`config.mk`:
```
export PLATFORM = sky130hd
export DESIGN_NAME = ctc_top
export DESIGN_NICKNAME = d
export VERILOG_FILES = /design/src/hw/ctc_tick_gen.v /design/src/hw/ctc_compare.v /design/src/hw/ctc_top.v
export VERILOG_INCLUDE_DIRS = /design/src /design/src/inc
export SDC_FILE = /design/constraint.sdc
export NUM_CORES = 1
export LEC_CHECK = 0
export BUFFER_PORTS_ARGS = -buffer_cell sky130_fd_sc_hd__buf_4
export CORE_MARGIN = 2
export CORE_UTILIZATION = 50
export DETAILED_ROUTE_END_ITERATION = 12
export PLACE_DENSITY = 0.71
export SYNTH_ARGS = -nofsm -noshare
export SYNTH_HDL_FRONTEND = slang
export SYNTH_SLANG_ARGS = --single-unit
```
`constraint.sdc`:
```
create_clock -name pclk -period 3.25 [get_ports pclk]
set_clock_uncertainty 0.1 [all_clocks]
set_input_delay 0.65 -clock pclk [delete_from_list [all_inputs] [get_ports pclk]]
set_output_delay 0.65 -clock pclk [all_outputs]
set_load 0.05 [all_outputs]
```
`src/inc/ctc_consts.vh`:
```
// register map, field positions, reset values and timing for the compact timer
`ifndef CTC_CONSTS_VH
`define CTC_CONSTS_VH

// register byte addresses
`define CTC_ADDR_CTRL0      12'h000
`define CTC_ADDR_CTRL1      12'h004
`define CTC_ADDR_CNT_LO     12'h008
`define CTC_ADDR_CNT_HI     12'h00c
`define CTC_ADDR_MATCH_LO   12'h010
`define CTC_ADDR_MATCH_HI   12'h014
`define CTC_ADDR_STATUS     12'h018
`define CTC_ADDR_W          12

// control zero fields
`define CTC_C0_PAUSE        7
`define CTC_C0_CKSEL_HI     6
`define CTC_C0_CKSEL_LO     4
`define CTC_C0_RUN          3
`define CTC_C0_PER_HI       2
`define CTC_C0_PER_LO       0

// timer_control_one fields
`define CTC_C1_MODE_HI      7
`define CTC_C1_MODE_LO      6
`define CTC_C1_PIN_HI       5
`define CTC_C1_PIN_LO       4
`define CTC_C1_INIT         3
`define CTC_C1_INV          2
`define CTC_C1_SWAP         1
`define CTC_C1_CLRSEL       0

// status fields
`define CTC_ST_MATCH        0
`define CTC_ST_PERIOD       1

// reset values
`define CTC_RST_BYTE        8'h00
`define CTC_RST_CNT         10'h000
`define CTC_RST_PER         3'h0

// modes
`define CTC_MODE_CMP        2'h0
`define CTC_MODE_UNDEF      2'h1
`define CTC_MODE_PWM        2'h2
`define CTC_MODE_TMR        2'h3

// pin actions
`define CTC_PA_NONE         2'h0
`define CTC_PA_LOW          2'h1
`define CTC_PA_HIGH         2'h2
`define CTC_PA_TOGGLE       2'h3
`define CTC_PA_PWM          2'h2

// tick sources
`define CTC_CK_DIV4         3'h0
`define CTC_CK_DIV1         3'h1
`define CTC_CK_DIV16        3'h2
`define CTC_CK_DIV64        3'h3
`define CTC_CK_SLOW0        3'h4
`define CTC_CK_SLOW1        3'h5
`define CTC_CK_EXT_RISE     3'h6
`define CTC_CK_EXT_FALL     3'h7

// divider taps (divide by 2**(tap+1))
`define CTC_DIV_W           8
`define CTC_TAP_DIV4        1
`define CTC_TAP_DIV16       3
`define CTC_TAP_DIV64       5
`define CTC_TAP_SLOW        7

// counter geometry
`define CTC_CNT_W           10
`define CTC_PER_SHIFT       7
`define CTC_FULL_COUNT      11'h400

`endif

```
`src/hw/ctc_tick_gen.v`:
```
// timer tick enable generator: internal divider or external pin edge
`timescale 1ns/100ps
`include "ctc_consts.vh"

module ctc_tick_gen (
   // clock and reset
   input  wire        pclk,
   input  wire        presetn,
   // selection
   input  wire [2:0]  tick_sel,
   input  wire        ext_tick_in,
   // tick enable pulse
   output reg         tick_reg
);

   reg [`CTC_DIV_W-1:0] div_reg;
   reg                  ext_prev_reg;
   reg [`CTC_DIV_W-1:0] div_next;
   reg                  tick_next;

   always @* begin
      div_next = div_reg + 1'b1;
      case (tick_sel)
         `CTC_CK_DIV4:     tick_next = &div_reg[`CTC_TAP_DIV4:0];
         `CTC_CK_DIV1:     tick_next = 1'b1;
         `CTC_CK_DIV16:    tick_next = &div_reg[`CTC_TAP_DIV16:0];
         `CTC_CK_DIV64:    tick_next = &div_reg[`CTC_TAP_DIV64:0];
         `CTC_CK_SLOW0,
         `CTC_CK_SLOW1:    tick_next = &div_reg[`CTC_TAP_SLOW:0];
         `CTC_CK_EXT_RISE: tick_next = ext_tick_in & ~ext_prev_reg;
         `CTC_CK_EXT_FALL: tick_next = ~ext_tick_in & ext_prev_reg;
         default:          tick_next = 1'b0;
      endcase
   end

   always @(posedge pclk or negedge presetn) begin
      if (!presetn) begin
         div_reg      <= {`CTC_DIV_W{1'b0}};
         ext_prev_reg <= 1'b0;
         tick_reg     <= 1'b0;
      end else begin
         div_reg      <= div_next;
         ext_prev_reg <= ext_tick_in;
         tick_reg     <= tick_next;
      end
   end

endmodule

```
`src/hw/ctc_compare.v`:
```
// comparators p and a plus pwm duty compare
`timescale 1ns/100ps
`include "ctc_consts.vh"

module ctc_compare (
   // counter and settings
   input  wire [9:0]  count,
   input  wire [2:0]  period_compare_bits,
   input  wire [9:0]  match_compare_value,
   input  wire        period_duty_swap,
   // results for the next count value, duty for the present one
   output wire [10:0] count_inc,
   output wire        period_hit,
   output wire        match_hit,
   output wire        duty_active
);

   wire [10:0] period_value;
   wire [10:0] duty_value;

   assign count_inc    = {1'b0, count} + 11'h001;
   // field zero means full 1024 ticks, else multiples of 128
   assign period_value = (period_compare_bits == `CTC_RST_PER) ? `CTC_FULL_COUNT :
                         {1'b0, period_compare_bits, {`CTC_PER_SHIFT{1'b0}}};
   assign period_hit   = (count_inc == period_value);
   // all ten bits compared; zero value never flags
   assign match_hit    = (match_compare_value != `CTC_RST_CNT) &&
                         (count_inc == {1'b0, match_compare_value});
   // swap selects which value gives the duty
   assign duty_value   = period_duty_swap ? period_value : {1'b0, match_compare_value};
   assign duty_active  = ({1'b0, count} < duty_value);

endmodule

```
`src/hw/ctc_top.v`:
```
// compact 10-bit timer with apb register file and one output pin
//
// Summary of operation
// - period bits match counter top three bits
// - clear select zero clears on period match
// - period zero lets counter overflow
// - mode field: compare, undefined, pwm, timer
// - compare mode applies pin action on match
// - pwm pin action: inactive, active, waveform
// - equal requested level leaves pin unchanged
// - run rising edge restores initial pin level
// - initial level bit: start level, pwm polarity
// - invert bit inverts pin in compare and pwm modes
// - swap bit exchanges period and duty roles
// - clear select one clears on match value
// - pwm ignores clear select, follows swap
// - counter low byte readable, resets zero
// - counter high byte two bits, rest zero
// - match low byte read/write, resets zero
// - run rise zeroes counter, fall holds it
// - match compares all ten counter bits
// - match high byte two bits read/write
// - match clear raises only match flag; pwm swap clear still raises period flag on period hit
//
// The implementer's own choices: the APB slave port and the register offsets.
`timescale 1ns/100ps
`include "ctc_consts.vh"

module ctc_top (
   // apb clock and reset
   input  wire        pclk,
   input  wire        presetn,
   // apb slave
   input  wire        psel,
   input  wire        penable,
   input  wire        pwrite,
   input  wire [11:0] paddr,
   input  wire [31:0] pwdata,
   output reg         pready,
   output reg  [31:0] prdata,
   output reg         pslverr,
   // external tick input
   input  wire        ext_tick_in,
   // timer output pin
   output reg         timer_output_pin,
   output reg         timer_output_pin_oe
);

   // registers
   reg        pause_reg;
   reg [2:0]  tick_sel_reg;
   reg        counter_run_reg;
   reg [2:0]  period_compare_bits_reg;
   reg [7:0]  timer_control_one_reg;
   reg [7:0]  match_value_low_byte_reg;
   reg [1:0]  match_value_high_byte_reg;
   reg        match_event_flag_reg;
   reg        period_event_flag_reg;
   reg [9:0]  count_reg;
   reg        run_prev_reg;
   reg        cmp_level_reg;

   // next values
   reg [9:0]  count_next;
   reg        cmp_level_next;
   reg        pin_next;
   reg        pin_oe_next;
   reg        match_flag_next;
   reg        period_flag_next;
   reg [31:0] rdata_next;
   reg        addr_ok;

   // internal
   wire        tick;
   wire [10:0] count_inc;
   wire        period_hit_raw;
   wire        match_hit_raw;
   wire        duty_active;
   wire [9:0]  match_compare_value;
   wire [1:0]  mode_select;
   wire [1:0]  pin_action;
   wire        output_initial_level;
   wire        output_invert;
   wire        period_duty_swap;
   wire        clear_source_select;
   wire        pwm_mode;
   wire        clear_on_match;
   wire        step;
   wire        run_rise;
   wire        period_hit;
   wire        match_hit;
   wire        apb_access;
   wire        apb_write;

   assign mode_select          = timer_control_one_reg[`CTC_C1_MODE_HI:`CTC_C1_MODE_LO];
   assign pin_action           = timer_control_one_reg[`CTC_C1_PIN_HI:`CTC_C1_PIN_LO];
   assign output_initial_level = timer_control_one_reg[`CTC_C1_INIT];
   assign output_invert        = timer_control_one_reg[`CTC_C1_INV];
   assign period_duty_swap     = timer_control_one_reg[`CTC_C1_SWAP];
   assign clear_source_select  = timer_control_one_reg[`CTC_C1_CLRSEL];
   assign match_compare_value  = {match_value_high_byte_reg, match_value_low_byte_reg};

   assign pwm_mode       = (mode_select == `CTC_MODE_PWM);
   // pwm clears by the swap choice, otherwise by the clear select
   assign clear_on_match = pwm_mode ? period_duty_swap : clear_source_select;
   assign run_rise       = counter_run_reg & ~run_prev_reg;
   assign step           = counter_run_reg & ~pause_reg & tick & ~run_rise;
   assign period_hit     = step & period_hit_raw;
   assign match_hit      = step & match_hit_raw;

   assign apb_access = psel & penable & pready;
   assign apb_write  = apb_access & pwrite & addr_ok;

   ctc_tick_gen u_tick (
      .pclk        (pclk),
      .presetn     (presetn),
      .tick_sel    (tick_sel_reg),
      .ext_tick_in (ext_tick_in),
      .tick_reg    (tick)
   );

   ctc_compare u_cmp (
      .count               (count_reg),
      .period_compare_bits (period_compare_bits_reg),
      .match_compare_value (match_compare_value),
      .period_duty_swap    (period_duty_swap),
      .count_inc           (count_inc),
      .period_hit          (period_hit_raw),
      .match_hit           (match_hit_raw),
      .duty_active         (duty_active)
   );

   // counter
   always @* begin
      count_next = count_reg;
      if (run_rise) begin
         count_next = `CTC_RST_CNT;
      end else if (step) begin
         if (clear_on_match ? match_hit : period_hit) begin
            count_next = `CTC_RST_CNT;
         end else begin
            count_next = count_inc[9:0];
         end
      end
   end

   // event flags, set wins over clear
   always @* begin
      match_flag_next  = match_event_flag_reg;
      period_flag_next = period_event_flag_reg;
      if (apb_write && paddr == `CTC_ADDR_STATUS) begin
         if (pwdata[`CTC_ST_MATCH]) begin
            match_flag_next = 1'b0;
         end
         if (pwdata[`CTC_ST_PERIOD]) begin
            period_flag_next = 1'b0;
         end
      end
      if (match_hit) begin
         match_flag_next = 1'b1;
      end
      // clear select one outside pwm raises no period flag
      if (period_hit && (pwm_mode || !clear_source_select)) begin
         period_flag_next = 1'b1;
      end
   end

   // compare mode pin level and pin drive
   always @* begin
      cmp_level_next = cmp_level_reg;
      if (run_rise) begin
         cmp_level_next = output_initial_level;
      end else if (match_hit && mode_select == `CTC_MODE_CMP) begin
         // requested level equal to present leaves it as is
         case (pin_action)
            `CTC_PA_NONE:   cmp_level_next = cmp_level_reg;
            `CTC_PA_LOW:    cmp_level_next = 1'b0;
            `CTC_PA_HIGH:   cmp_level_next = 1'b1;
            `CTC_PA_TOGGLE: cmp_level_next = ~cmp_level_reg;
            default:        cmp_level_next = cmp_level_reg;
         endcase
      end
      pin_next    = 1'b0;
      pin_oe_next = 1'b0;
      case (mode_select)
         `CTC_MODE_CMP: begin
            pin_next    = cmp_level_next ^ output_invert;
            pin_oe_next = 1'b1;
         end
         `CTC_MODE_PWM: begin
            // oc gives the active level
            case (pin_action)
               `CTC_PA_NONE: pin_next = ~output_initial_level;
               `CTC_PA_LOW:  pin_next = output_initial_level;
               `CTC_PA_PWM:  pin_next = duty_active ? output_initial_level
                                                    : ~output_initial_level;
               default:      pin_next = ~output_initial_level;
            endcase
            pin_next    = pin_next ^ output_invert;
            pin_oe_next = 1'b1;
         end
         default: begin
            // timer mode leaves the pin unused
            pin_next    = 1'b0;
            pin_oe_next = 1'b0;
         end
      endcase
   end

   // apb read mux and address decode
   always @* begin
      addr_ok    = 1'b1;
      rdata_next = 32'h0000_0000;
      case (paddr)
         `CTC_ADDR_CTRL0: begin
            rdata_next[`CTC_C0_PAUSE]                    = pause_reg;
            rdata_next[`CTC_C0_CKSEL_HI:`CTC_C0_CKSEL_LO] = tick_sel_reg;
            rdata_next[`CTC_C0_RUN]                      = counter_run_reg;
            rdata_next[`CTC_C0_PER_HI:`CTC_C0_PER_LO]    = period_compare_bits_reg;
         end
         `CTC_ADDR_CTRL1:    rdata_next[7:0] = timer_control_one_reg;
         `CTC_ADDR_CNT_LO:   rdata_next[7:0] = count_reg[7:0];
         `CTC_ADDR_CNT_HI:   rdata_next[1:0] = count_reg[9:8];
         `CTC_ADDR_MATCH_LO: rdata_next[7:0] = match_value_low_byte_reg;
         `CTC_ADDR_MATCH_HI: rdata_next[1:0] = match_value_high_byte_reg;
         `CTC_ADDR_STATUS: begin
            rdata_next[`CTC_ST_MATCH]  = match_event_flag_reg;
            rdata_next[`CTC_ST_PERIOD] = period_event_flag_reg;
         end
         default:            addr_ok = 1'b0;
      endcase
   end

   // apb handshake: one wait state, then answer
   always @(posedge pclk or negedge presetn) begin
      if (!presetn) begin
         pready  <= 1'b0;
         prdata  <= 32'h0000_0000;
         pslverr <= 1'b0;
      end else begin
         pready  <= psel & penable & ~pready;
         if (psel && penable && !pready) begin
            prdata  <= pwrite ? 32'h0000_0000 : rdata_next;
            pslverr <= ~addr_ok;
         end else begin
            prdata  <= 32'h0000_0000;
            pslverr <= 1'b0;
         end
      end
   end

   // register writes
   always @(posedge pclk or negedge presetn) begin
      if (!presetn) begin
         pause_reg                 <= 1'b0;
         tick_sel_reg              <= `CTC_CK_DIV4;
         counter_run_reg           <= 1'b0;
         period_compare_bits_reg   <= `CTC_RST_PER;
         timer_control_one_reg     <= `CTC_RST_BYTE;
         match_value_low_byte_reg  <= `CTC_RST_BYTE;
         match_value_high_byte_reg <= 2'h0;
      end else if (apb_write) begin
         case (paddr)
            `CTC_ADDR_CTRL0: begin
               pause_reg               <= pwdata[`CTC_C0_PAUSE];
               tick_sel_reg            <= pwdata[`CTC_C0_CKSEL_HI:`CTC_C0_CKSEL_LO];
               counter_run_reg         <= pwdata[`CTC_C0_RUN];
               period_compare_bits_reg <= pwdata[`CTC_C0_PER_HI:`CTC_C0_PER_LO];
            end
            `CTC_ADDR_CTRL1:    timer_control_one_reg     <= pwdata[7:0];
            `CTC_ADDR_MATCH_LO: match_value_low_byte_reg  <= pwdata[7:0];
            `CTC_ADDR_MATCH_HI: match_value_high_byte_reg <= pwdata[1:0];
            default: begin
               pause_reg <= pause_reg;
            end
         endcase
      end
   end

   // timer state
   always @(posedge pclk or negedge presetn) begin
      if (!presetn) begin
         count_reg             <= `CTC_RST_CNT;
         run_prev_reg          <= 1'b0;
         cmp_level_reg         <= 1'b0;
         match_event_flag_reg  <= 1'b0;
         period_event_flag_reg <= 1'b0;
         timer_output_pin      <= 1'b0;
         timer_output_pin_oe   <= 1'b0;
      end else begin
         count_reg             <= count_next;
         run_prev_reg          <= counter_run_reg;
         cmp_level_reg         <= cmp_level_next;
         match_event_flag_reg  <= match_flag_next;
         period_event_flag_reg <= period_flag_next;
         timer_output_pin      <= pin_next;
         timer_output_pin_oe   <= pin_oe_next;
      end
   end

endmodule

```
==> summary.md <==
| Metric | Value |
|---|---|
| Status | complete, no violations |
| Wire length of the first global-routing pass | 16.1 mm |
| Relative area change from synthesis to final layout | 11.3% |
| Worst endpoint data arrival time | 3.19 ns |
| Clock-pin slew on the worst setup and hold paths | ~0.07 ns |
| I/O pin count | 86 |
| Pin count of the biggest net entering global routing | 63 |
| Hold Path Class | in2async |
| Area of the core | 8090 sq um |
| Slack of the worst reg-to-reg path | slightly below 0.2 ns |
| Cells after DPL | 555 |
| Average cell area after synthesis | ~9.7 sq um |
| Post-Route WL | 9.94 mm |
| Clock network latency to the later pin of the worst-skew pair | 0.35 ns |
| Fraction of final layout cells with drive strength greater than 1 | 0.219 |
| Share of the clock period used by the worst path | 0.940 |
| Total negative slack | 0 ns |
| Number of inserted filler cells in the final layout | approximately 730 |
| Count of endpoints failing hold in the final timing report | 0 |
| Total die area | 8950 sq um |
| Post-detailed-route via-to-cell ratio | 5.88 |
| Largest vdd supply drop | 0.273 mV |
| Most used flip-flop cell after synthesis | sky130_fd_sc_hd__dfrtp_1 |
| Netlist area before placement | 4100 sq um |
| Number of synthesized flops with an enable pin | 0 |
| Number of global-route vias before repair | 3222 |
| Depth of the CTS H-tree | 3 |
| Met3 routed wirelength | 667 um |
| Largest driver fanout on the critical path | 14 |
| Starting utilization of the core area | 0.507 |
| Setup repair bufs after CTS | 0 |
| Max_cap viols | 0 |
| Met1 Routed Length | about 4.4 mm |
| Initial detailed-routing violation count | 231 |
| Leakage dissipation | 0.00206 uW |
| Seq/Total Area, Yosys | 0.378 |
| WL per Instance | 17.4 um |
| Number of standard cells in the final layout excluding fillers | ~570 |
| Fraction of the mapped netlist area in simple logic gates | 0.191 |
| Type of element launching the critical path | register |
| Routed wl met2 | 4.58 mm |
| FF+latch count, synth | 62 |
| Fin area | about 4600 sq um |
| Quantity of I/O buffers inserted on ports | 37 |
| Adder and majority gate portion of the synthesized area | 0.0476 |
| Net count reported at finish | 525 |
| Endpoint required time on the critical path | 3.38 ns |
| Number of gates resized after cts | 0 |
| Post-placement cell area | between 4000 and 5000 sq um |
| Final max-slew violation count | 0 |
| Design Power | 1530 uW |
| Minimum setup slack after placement | 0.250 ns |
| Overall die width | around 95 um |
| Antenna violations before repair | 0 |
| Number of vias after detailed routing | between 3k and 4k |
| Inserted Diodes | 0 |
| Post-synthesis async set-or-reset flop share | 1.00 |
| Cells after Synth | 425 |
| Overall global routing resource usage | 0.234 |
| Distinct cells, synth | 66 |
| Drt drc | 0 |
| Endpoint class of the critical path | register |
| Overall die height | 94.6 um |
| Synthesis Warnings | 0 |
| Core Rows | 33 |
| CTS tree | yes |
| Transition at the pin with the smallest max-transition slack | 0.794 ns |
| Clock sink count | 62 |
| Largest family of logic cells by synthesized area | simple AND/OR/NAND/NOR gates |
| Unrepaired setup endpoints after global routing | false |
| Flip-flop count of the largest register after layout | 10 |
| CTS root buffer | sky130_fd_sc_hd__clkbuf_8 |
| Endpoint of the most critical register-to-register path | timer_output_pin |
| Hold buffer count at cts | 0 |
| Proportion of synthesized area in mux cells | 0.107 |
| RePlAce Congestion | 0.885 |
| CP Class | reg2reg |
| Minimum setup slack in the final design | 0.195 ns |
| ANT nets after route | 0 |
| Shortest period the worst path allows | 3.06 ns |
| Number of failing setup endpoints in the final timing report | 0 |
| Post-detail-place hpwl | about 7 mm |
| Maximum clock insertion buffer count | 2 |
| Reg2Reg Depth | 10 |
| Post-synthesis xor/xnor area fraction | 0.0430 |
| Ratio of total power to cell area | about 330 nW/um^2 |
| Clock buffer count from CTS | 9 |
| Max Used Layer | met4 |
| Remaining global-route overflow | 0 |
| Detailed-router iteration count before antenna repair | 6 |
| Compound-gate portion of the synthesized area | 0.148 |
| Maximum clock frequency | 327 MHz |
| Crit Reg-Reg Startpoint | timer_control_one_reg[1] |
| Slew headroom | 0.471 |
[worst max-delay path: stages, from the launching register on]
cell,delay [ns]
sky130_fd_sc_hd__dfrtp_1,0.62
sky130_fd_sc_hd__mux2i_1,0.24
sky130_fd_sc_hd__ha_1,0.26
sky130_fd_sc_hd__a211oi_1,0.25
sky130_fd_sc_hd__nor2_1,0.08
sky130_fd_sc_hd__nor3_1,0.18
sky130_fd_sc_hd__a32oi_1,0.14
sky130_fd_sc_hd__mux2i_1,0.17
sky130_fd_sc_hd__a221o_1,0.31
sky130_fd_sc_hd__mux2_2,0.29
sky130_fd_sc_hd__mux2_4,0.29
[cell usage in the layout, fill, tap and decap left out, types with 4 or more instances in the layout]
| cell | netlist | layout |
|---|---|---|
| sky130_fd_sc_hd__a211oi_1 | 5 | 5 |
| sky130_fd_sc_hd__a21o_1 | 5 | 5 |
| sky130_fd_sc_hd__a21oi_1 | 12 | 12 |
| sky130_fd_sc_hd__a22oi_1 | 6 | 6 |
| sky130_fd_sc_hd__and2_1 | 6 | 6 |
| sky130_fd_sc_hd__and3_1 | 7 | 7 |
| sky130_fd_sc_hd__buf_4 | 26 | 48 |
| sky130_fd_sc_hd__clkbuf_8 | 0 | 10 |
| sky130_fd_sc_hd__conb_1 | 1 | 24 |
| sky130_fd_sc_hd__dfrtp_1 | 62 | 62 |
| sky130_fd_sc_hd__ha_1 | 14 | 14 |
| sky130_fd_sc_hd__inv_1 | 15 | 15 |
| sky130_fd_sc_hd__mux2_2 | 24 | 24 |
| sky130_fd_sc_hd__mux2i_1 | 11 | 11 |
| sky130_fd_sc_hd__nand2_1 | 34 | 34 |
| sky130_fd_sc_hd__nand2b_1 | 9 | 9 |
| sky130_fd_sc_hd__nand3_1 | 11 | 11 |
| sky130_fd_sc_hd__nand4_1 | 7 | 7 |
| sky130_fd_sc_hd__nor2_1 | 20 | 20 |
| sky130_fd_sc_hd__nor2b_1 | 10 | 10 |
| sky130_fd_sc_hd__nor3_1 | 9 | 9 |
| sky130_fd_sc_hd__nor3b_1 | 4 | 4 |
| sky130_fd_sc_hd__nor4_1 | 6 | 6 |
| sky130_fd_sc_hd__o21ai_0 | 32 | 32 |
| sky130_fd_sc_hd__xnor2_1 | 11 | 11 |
| sky130_fd_sc_hd__xor2_1 | 4 | 4 |
[per-layer routing]
metal  up-vias  global-route usage
li1       1559                   -
met1      1625               0.312
met2       152               0.384
met3        24              0.0367
met4         0              0.0930
met5         -                   0
[cell usage after synthesis (3+ instances only)]
master	number	area share
sky130_fd_sc_hd__and2_1	6	0.0091
sky130_fd_sc_hd__inv_1	15	0.014
sky130_fd_sc_hd__o21ai_0	32	0.039
sky130_fd_sc_hd__nor3b_1	4	0.0073
sky130_fd_sc_hd__and4_1	3	0.0064
sky130_fd_sc_hd__nand3_1	11	0.013
sky130_fd_sc_hd__a22oi_1	6	0.011
sky130_fd_sc_hd__buf_4	26	0.048
sky130_fd_sc_hd__xnor2_1	11	0.023
sky130_fd_sc_hd__mux2i_1	11	0.027
sky130_fd_sc_hd__buf_2	4	0.0049
sky130_fd_sc_hd__a21o_1	5	0.0091
sky130_fd_sc_hd__a211oi_1	5	0.0091
sky130_fd_sc_hd__nand4_1	7	0.011
sky130_fd_sc_hd__nor2_1	20	0.018
sky130_fd_sc_hd__nor3_1	9	0.011
sky130_fd_sc_hd__mux2_2	24	0.066
sky130_fd_sc_hd__nor2b_1	10	0.015
sky130_fd_sc_hd__nor4_1	6	0.0091
sky130_fd_sc_hd__nand3b_1	3	0.0055
sky130_fd_sc_hd__and3_1	7	0.011
sky130_fd_sc_hd__or2_2	3	0.0046
sky130_fd_sc_hd__a21oi_1	12	0.015
sky130_fd_sc_hd__nand2_1	34	0.031
sky130_fd_sc_hd__ha_1	14	0.043
sky130_fd_sc_hd__clkbuf_1	12	0.011
sky130_fd_sc_hd__dfrtp_1	62	0.38
sky130_fd_sc_hd__xor2_1	4	0.0085
sky130_fd_sc_hd__nand2b_1	9	0.014
[power breakdown]
group / leakage [uW] / switching, uW / internal (uW)
combinational: 0.00114 / 103 / 29.6
clock: 0.0000893 / 326 / 297
sequential: 0.000827 / 1.27 / 773
total: 0.00206 / 430 / 1100
[through the flow]
| step | hold slack, ns | utilization |
|---|---|---|
| 6_report | 0.268 | 0.564 |
| 5_1_grt | 0.316 | 0.564 |
| 4_1_cts | 0.315 | 0.564 |
| 3_5_place_dp | 0.374 | 0.543 |
| 3_3_place_gp | 0.359 | 0.543 |
| 2_1_floorplan | 0.254 | - |
[cell families (layout without fill, tap and decap cells)]
family / Yosys count / after routing
compound gates: 87 / 87
xor+xnor: 17 / 17
fa+ha+maj: 16 / 16
buf+inv: 61 / 79
flops: 62 / 62
mux: 38 / 38
other cells: 1 / 24
simple gates: 143 / 143
[how the worst max path moves through the flow]
stage	startpoint	to	slack [ns]	cells after the start
after CTS	timer_control_one_reg[1]	timer_output_pin	0.23	10
final	timer_control_one_reg[1]	timer_output_pin	0.19	10
after detailed placement	count_reg[1]	count_reg[3]	0.25	10
after floorplan	timer_control_one_reg[1]	timer_output_pin	0.44	11
after global placement	timer_control_one_reg[1]	timer_output_pin	0.27	10
after global routing	count_reg[1]	count_reg[3]	0.02	10
[layout make-up]
cell class / count / area, sq um / area share
Clock buffer: 11 / 141 / 0.0310
Clock inverter: 5 / 35.0 / 0.00767
Inverter: 15 / 56.3 / 0.0123
Multi-Input combinational cell: 325 / 2290 / 0.502
Sequential cell: 62 / 1550 / 0.340
Tap cell: 105 / 131 / 0.0288
Timing Repair Buffer: 48 / 360 / 0.0789
Note: power is estimated with default switching activity, not from simulation.
